===== config.mk =====
export PLATFORM = sky130hd
export DESIGN_NAME = crc_gen
export DESIGN_NICKNAME = d
export VERILOG_FILES = /design/src/include/crc_gen_pkg.sv /design/src/verilog/crc_byte_step.sv /design/src/verilog/crc_gen.sv
export VERILOG_INCLUDE_DIRS = /design/src /design/src/include
export SDC_FILE = /design/constraint.sdc
export NUM_CORES = 1
export LEC_CHECK = 0
export BUFFER_PORTS_ARGS = -buffer_cell sky130_fd_sc_hd__buf_2
export CAP_MARGIN = 15
export CORE_ASPECT_RATIO = 0.8
export CORE_UTILIZATION = 30
export CTS_BUF_LIST = sky130_fd_sc_hd__clkbuf_8
export CTS_CLUSTER_SIZE = 12
export DETAILED_ROUTE_END_ITERATION = 16
export PLACE_DENSITY = 0.5
export SYNTH_ARGS = -nofsm -noshare
export SYNTH_HDL_FRONTEND = slang
export SYNTH_SLANG_ARGS = --single-unit

===== constraint.sdc =====
create_clock -name clk_i -period 2.6 [get_ports clk_i]
set_input_delay 0.13 -clock clk_i [delete_from_list [all_inputs] [get_ports clk_i]]
set_output_delay 0.13 -clock clk_i [all_outputs]
set_load 0.1 [all_outputs]

===== src/include/crc_gen_map.svh =====
// constants for the crc generator: polynomials, seeds, source codes, flash range
// assumes it is included by the design files by bare name
`ifndef CRC_GEN_MAP_SVH
`define CRC_GEN_MAP_SVH
`define CRC_POLY16 32'h0000_1021
`define CRC_POLY32 32'h04C1_1DB7
`define CRC_SEED16 32'h0000_FFFF
`define CRC_SEED32 32'hFFFF_FFFF
`define CRC_MASK16 32'h0000_FFFF
`define CRC_MASK32 32'hFFFF_FFFF
`define CRC_ZERO_BYTE16 32'h0000_E1F0
`define CRC_ZERO_BYTE32 32'h4E08_BFB4
`define CRC_SRC_CPU 2'h0
`define CRC_SRC_DMA 2'h1
`define CRC_SRC_FLASH 2'h2
`define CRC_FLASH_LAST 24'h01_FFFF
`define CRC_FLASH_FIRST 24'h00_0000
`endif


===== src/include/crc_gen_pkg.sv =====
// types shared by the crc generator files
// assumes crc_gen_map.svh sits in the include path
package crc_gen_pkg;
  typedef enum logic [1:0] {
    SRC_CPU = 2'b00,
    SRC_DMA = 2'b01,
    SRC_FLASH = 2'b10,
    SRC_OFF = 2'b11
  } src_t;

  typedef enum logic [1:0] {
    ST_IDLE = 2'b00,
    ST_REQ = 2'b01,
    ST_WAIT = 2'b10,
    ST_DONE = 2'b11
  } fstate_t;

  typedef struct packed {
    logic valid;
    logic [7:0] data;
  } byte_beat_t;

  typedef struct packed {
    logic poly32;
    logic [1:0] src;
    logic full_flash;
    logic [23:0] first;
    logic [23:0] last;
  } cfg_t;
endpackage


===== src/verilog/crc_byte_step.sv =====
// one-byte crc update for both polynomials, msb first, non-reflected
// assumes the caller registers the result; purely combinational
`timescale 1ns/100ps
`include "crc_gen_map.svh"
module crc_byte_step (
  input wire logic poly32_i,
  input wire logic [31:0] crc_i,
  input wire logic [7:0] data_i,
  output logic [31:0] crc_o
);
  logic [31:0] poly;
  logic [31:0] mask;
  logic [31:0] stage [0:8];

  assign poly = poly32_i ? `CRC_POLY32 : `CRC_POLY16;
  assign mask = poly32_i ? `CRC_MASK32 : `CRC_MASK16;
  assign stage[0] = crc_i & mask;

  genvar b;
  generate
    for (b = 0; b < 8; b++) begin : g_bit
      logic top;
      logic [31:0] shifted;
      assign top = (poly32_i ? stage[b][31] : stage[b][15]) ^ data_i[7-b];
      assign shifted = {stage[b][30:0], 1'b0};
      assign stage[b+1] = (shifted ^ (top ? poly : 32'h0000_0000)) & mask;
    end
  endgenerate

  assign crc_o = stage[8];
endmodule


===== src/verilog/crc_gen.sv =====
// crc generator with cpu, dma-snoop and autonomous flash-read sources
// assumes dma and flash ports are on clk_i; the flash answers a read with one rvalid pulse
`timescale 1ns/100ps
`include "crc_gen_map.svh"
module crc_gen #(
  parameter int unsigned ADDR_W = 24
) (
  input wire logic clk_i,
  input wire logic rst_n_i,
  input wire crc_gen_pkg::cfg_t cfg_i,
  input wire logic clear_i,
  input wire logic start_flash_i,
  input wire crc_gen_pkg::byte_beat_t cpu_i,
  input wire crc_gen_pkg::byte_beat_t dma_i,
  input wire logic [7:0] flash_rdata_i,
  input wire logic flash_rvalid_i,
  output logic flash_req_o,
  output logic [ADDR_W-1:0] flash_addr_o,
  output logic [31:0] checksum_o,
  output logic zero_o,
  output logic busy_o
);
  logic [31:0] crc;
  logic [31:0] next_crc;
  logic [31:0] step_out;
  logic [31:0] seed;
  logic poly32;
  logic [1:0] src;
  crc_gen_pkg::fstate_t state;
  crc_gen_pkg::fstate_t next_state;
  logic [ADDR_W-1:0] addr;
  logic [ADDR_W-1:0] first_addr;
  logic [ADDR_W-1:0] last_addr;
  logic [ADDR_W-1:0] next_addr;
  logic beat;
  logic [7:0] beat_data;
  logic flash_beat;
  logic at_last;

  assign poly32 = cfg_i.poly32;
  assign src = cfg_i.src;
  assign seed = poly32 ? `CRC_SEED32 : `CRC_SEED16;
  assign first_addr = cfg_i.full_flash ? ADDR_W'(`CRC_FLASH_FIRST)
                                       : cfg_i.first[ADDR_W-1:0];
  assign last_addr = cfg_i.full_flash ? ADDR_W'(`CRC_FLASH_LAST)
                                      : cfg_i.last[ADDR_W-1:0];
  assign flash_beat = (state == crc_gen_pkg::ST_WAIT) && flash_rvalid_i;
  assign at_last = (addr == last_addr);

  // source mux: only the selected source may move the remainder
  assign beat = (src == `CRC_SRC_CPU && cpu_i.valid)
             || (src == `CRC_SRC_DMA && dma_i.valid)
             || (src == `CRC_SRC_FLASH && flash_beat);
  assign beat_data = (src == `CRC_SRC_DMA) ? dma_i.data
                   : (src == `CRC_SRC_FLASH) ? flash_rdata_i : cpu_i.data;

  crc_byte_step u_step (
    .poly32_i(poly32),
    .crc_i(crc),
    .data_i(beat_data),
    .crc_o(step_out)
  );

  // clear beats data in the same cycle: software restarts a block explicitly
  assign next_crc = clear_i ? seed : (beat ? step_out : crc);

  always_comb begin
    next_state = state;
    next_addr = addr;
    case (state)
      crc_gen_pkg::ST_IDLE: begin
        if (start_flash_i && src == `CRC_SRC_FLASH) begin
          next_state = crc_gen_pkg::ST_REQ;
          next_addr = first_addr;
        end
      end
      crc_gen_pkg::ST_REQ: next_state = crc_gen_pkg::ST_WAIT;
      crc_gen_pkg::ST_WAIT: begin
        if (flash_rvalid_i) begin
          if (at_last) begin
            next_state = crc_gen_pkg::ST_DONE;
          end else begin
            next_state = crc_gen_pkg::ST_REQ;
            next_addr = addr + ADDR_W'(1);
          end
        end
      end
      crc_gen_pkg::ST_DONE: next_state = crc_gen_pkg::ST_IDLE;
      default: next_state = crc_gen_pkg::ST_IDLE;
    endcase
  end

  always_ff @(posedge clk_i or negedge rst_n_i) begin
    if (!rst_n_i) begin
      crc <= `CRC_SEED16;
      state <= crc_gen_pkg::ST_IDLE;
      addr <= '0;
    end else begin
      crc <= next_crc;
      state <= next_state;
      addr <= next_addr;
    end
  end

  // outputs registered so that consumers see a stable result
  always_ff @(posedge clk_i or negedge rst_n_i) begin
    if (!rst_n_i) begin
      // matches the remainder so the first edge after reset shows no jump
      checksum_o <= `CRC_SEED16;
      zero_o <= 1'b0;
      busy_o <= 1'b0;
      flash_req_o <= 1'b0;
      flash_addr_o <= '0;
    end else begin
      checksum_o <= next_crc;
      zero_o <= (next_crc == 32'h0000_0000);
      busy_o <= (next_state != crc_gen_pkg::ST_IDLE);
      flash_req_o <= (next_state == crc_gen_pkg::ST_REQ);
      flash_addr_o <= next_addr;
    end
  end
endmodule


==> flow_summary.toml <==
[logic_synthesis]
syn_inst = 650
synthFlopType = "dfrtp_1"
netlist_area_um2 = 5610
yosys_warnings = 0
syn-num-nets = 734
syn_area_per_cell_um2 = 8.64
ys_ff_latch = 61
synth_edf_count = 0
yosysSeqAreaShare = 0.275
ys_types = 68
async_flop_share = 1.00

[sta]
finalHoldViolations = 0
relSlewSlack = 0.582
setup_slack_ns = -0.306
fin_crit_sh = 1.12
fmax_ghz = 0.344
worst_slew_pin_slew_ns = 0.620
fin_crit_ns = 2.91
fin_skew_ns = 0.0149
tns_ns = -0.306
rsz0062_at_grt = "true"
setup_viol = 1
slew_viol_final = 0

[clock_tree]
cts_tree = "yes"
htree_levels = 3
cts_inserted_buffers = 9
cts.path.max_buffers = 2
clock_latency_ns = 0.37
clkTransAtPathRegs_ns = 0.08
cts_sinks = 61
cts_root_buf = "clkbuf_8"

[route]
first_iter_violations = 491
wl_um = 21700
ant_nets = 0
vias_per_cell = 5.16
dr_total_vias = 5994
routedWlPerCell_um = 18.6
drtPass1Iterations = 5
drcViolationCount = 0

[run_status]
status = "finished, violations left"
violations = "setup timing"

[power]
p_leak_nw = 3.68
power.density_nw_per_um2 = 1100
total_power_mw = 8.92
vdd_drop_max_mv = 0.869

[setup_path]
reg2reg_depth = 9
critPathMaxFanout = 4
r2r_slack_ns = -0.31
crit_chain = "mux2i_4, xnor2_4, xnor2_4, buf_6, mux2_4, xor3_1, o21ai_1, or4b_4, nor4_2"
reg2reg_to = "zero_o"
worst-path-stages = 9
cp_common_cell = "xnor2_4"
endpoint_kind = "flop"
path_class = "reg2reg"
crit_required_ns = 2.88
crit_end = "zero_o"
r2r-start = "checksum_o[15]"
critPathLaunch = "checksum_o[15]"
critPathArrivalTime_ns = 3.18
slowest_delay_ns = 0.67
cpLargestDelayFamily = "XOR/XNOR gates"
crit_path_start_kind = "flop"
cp_num_buf_inv = 1
slowest_stage = "dfstp_4"

[layout]
n_antenna_cell = 0
fin_util = 0.446
layout-drive-gt1-share = 0.431
final_cell_mix = "buf_2 (141), buf_4 (136), xnor2_1 (59), o21ai_0 (58), a21oi_1 (55)"
nets = 988
final_common_cell = "buf_2"
syn2layout_area_growth_pct = 44.7
fin_cells = 1162

[floorplan]
die_area_um2 = 19300
fp-row-count = 44
die_h_um = 124
initial_utilization = 0.308
core_area_um2 = 18200
num_io_pins = 142
die-width_um = 155

[placed_design]
place.gp.congestion = 0.926
dp_hpwl_um = 16700
pre_cts_ws_ns = -0.582
place_inst = 1140
portBuffers = 141

[job]
cap_viol_max_count = 0

[hold_path]
hold_depth = 3
min_path_type = "in2reg"

[global_route]
grt_max_degree = 46
grt_pass1_wl_um = 32900
grtUsageTotal = 0.224
grt_overflow_total = 0
antenna_found_initial = 0
grt_pass1_vias = 5835
cells by family after synthesis:
group                    after synthesis  synth area share
AO/OA/AOI/OAI                        195             0.210
AND/OR/NAND/NOR                      187             0.171
XOR/XNOR                             111             0.222
flip-flops                            61             0.275
buffers and inverters                 57            0.0412
multiplexers                          38            0.0780
adder cells (fa/ha/maj)                1           0.00223
worst min-delay path by stage:
stage | start | to | slack (ns)
after detailed placement | rst_n_i | checksum_o[28] | 0.11
after CTS | cfg_i[27] | flash_addr_o[3] | 0.03
final | cfg_i[28] | flash_addr_o[4] | 0.05
after floorplan | rst_n_i | busy_o | -0.17
after global placement | rst_n_i | checksum_o[28] | 0.11
after global routing | cfg_i[24] | flash_addr_o[0] | 0.05
state kept, by name, summed over array words and instances (netlist names):
register,flops
checksum_o,32
flash_addr_o,24
state,2
busy_o,1
flash_req_o,1
zero_o,1
layer usage:
layer	global-route usage	routed length, µm	vias up	share of wire
met3	0.0612	1780	18	0.082
li1	-	-	2837	-
met2	0.324	9180	219	0.42
met5	0	0	-	0
met1	0.330	10500	2920	0.48
met4	0.0443	223	0	0.010
synth_stat cells (all sizes together), types with 14 or more instances:
cell type / n / area share
a21oi: 58 / 0.052
mux2i: 35 / 0.072
clkbuf: 37 / 0.025
dfstp: 16 / 0.075
nand2b: 14 / 0.016
xor2: 28 / 0.046
xnor2: 69 / 0.12
nor3: 17 / 0.015
o21ai: 62 / 0.055
dfrtp: 45 / 0.20
a31oi: 16 / 0.018
nand2: 42 / 0.028
nor2: 48 / 0.032
worst reg2reg max path, cell delays in order, from the launching register on:
cell and delay, ns:
dfstp_4 0.67, mux2i_4 0.09, xnor2_4 0.16, xnor2_4 0.28, buf_6 0.14, mux2_4 0.31
xor3_1 0.37, o21ai_1 0.08, or4b_4 0.50, nor4_2 0.21
per-stage QoR:
stage               cell area (µm²)  hold slack (ns)
floorplan                      5800           -0.166
global placement               7740            0.114
detailed placement             7740            0.106
CTS                            8010           0.0299
global route                   8120           0.0523
finish                         8120           0.0478
power by group:
group / switching [mW] / total, mW / internal (mW)
Clock: 0.430 / 0.890 / 0.460
Sequential: 0.436 / 1.73 / 1.30
Combinational: 3.85 / 6.30 / 2.45
timing repair:
| action | in CTS | in global routing |
|---|---|---|
| gates cloned | 0 | 1 |
| gates resized for setup | 9 | 18 |
| buffers inserted | 3 | 1 |
| setup endpoints to repair | 2 | 30 |
| hold endpoints to repair | 8 | 0 |
| hold buffers | 1 | 0 |
| pin swaps | 12 | 9 |
final cells by class:
type	count	area (µm²)
Inverter	12	45.0
Clock buffer	10	138
Clock inverter	6	57.6
Tap cell	253	317
Sequential cell	61	1620
Multi-Input combinational cell	532	4030
Fill cell	1808	10100
Timing Repair Buffer	288	1920
(Power assumes the default switching activity.)
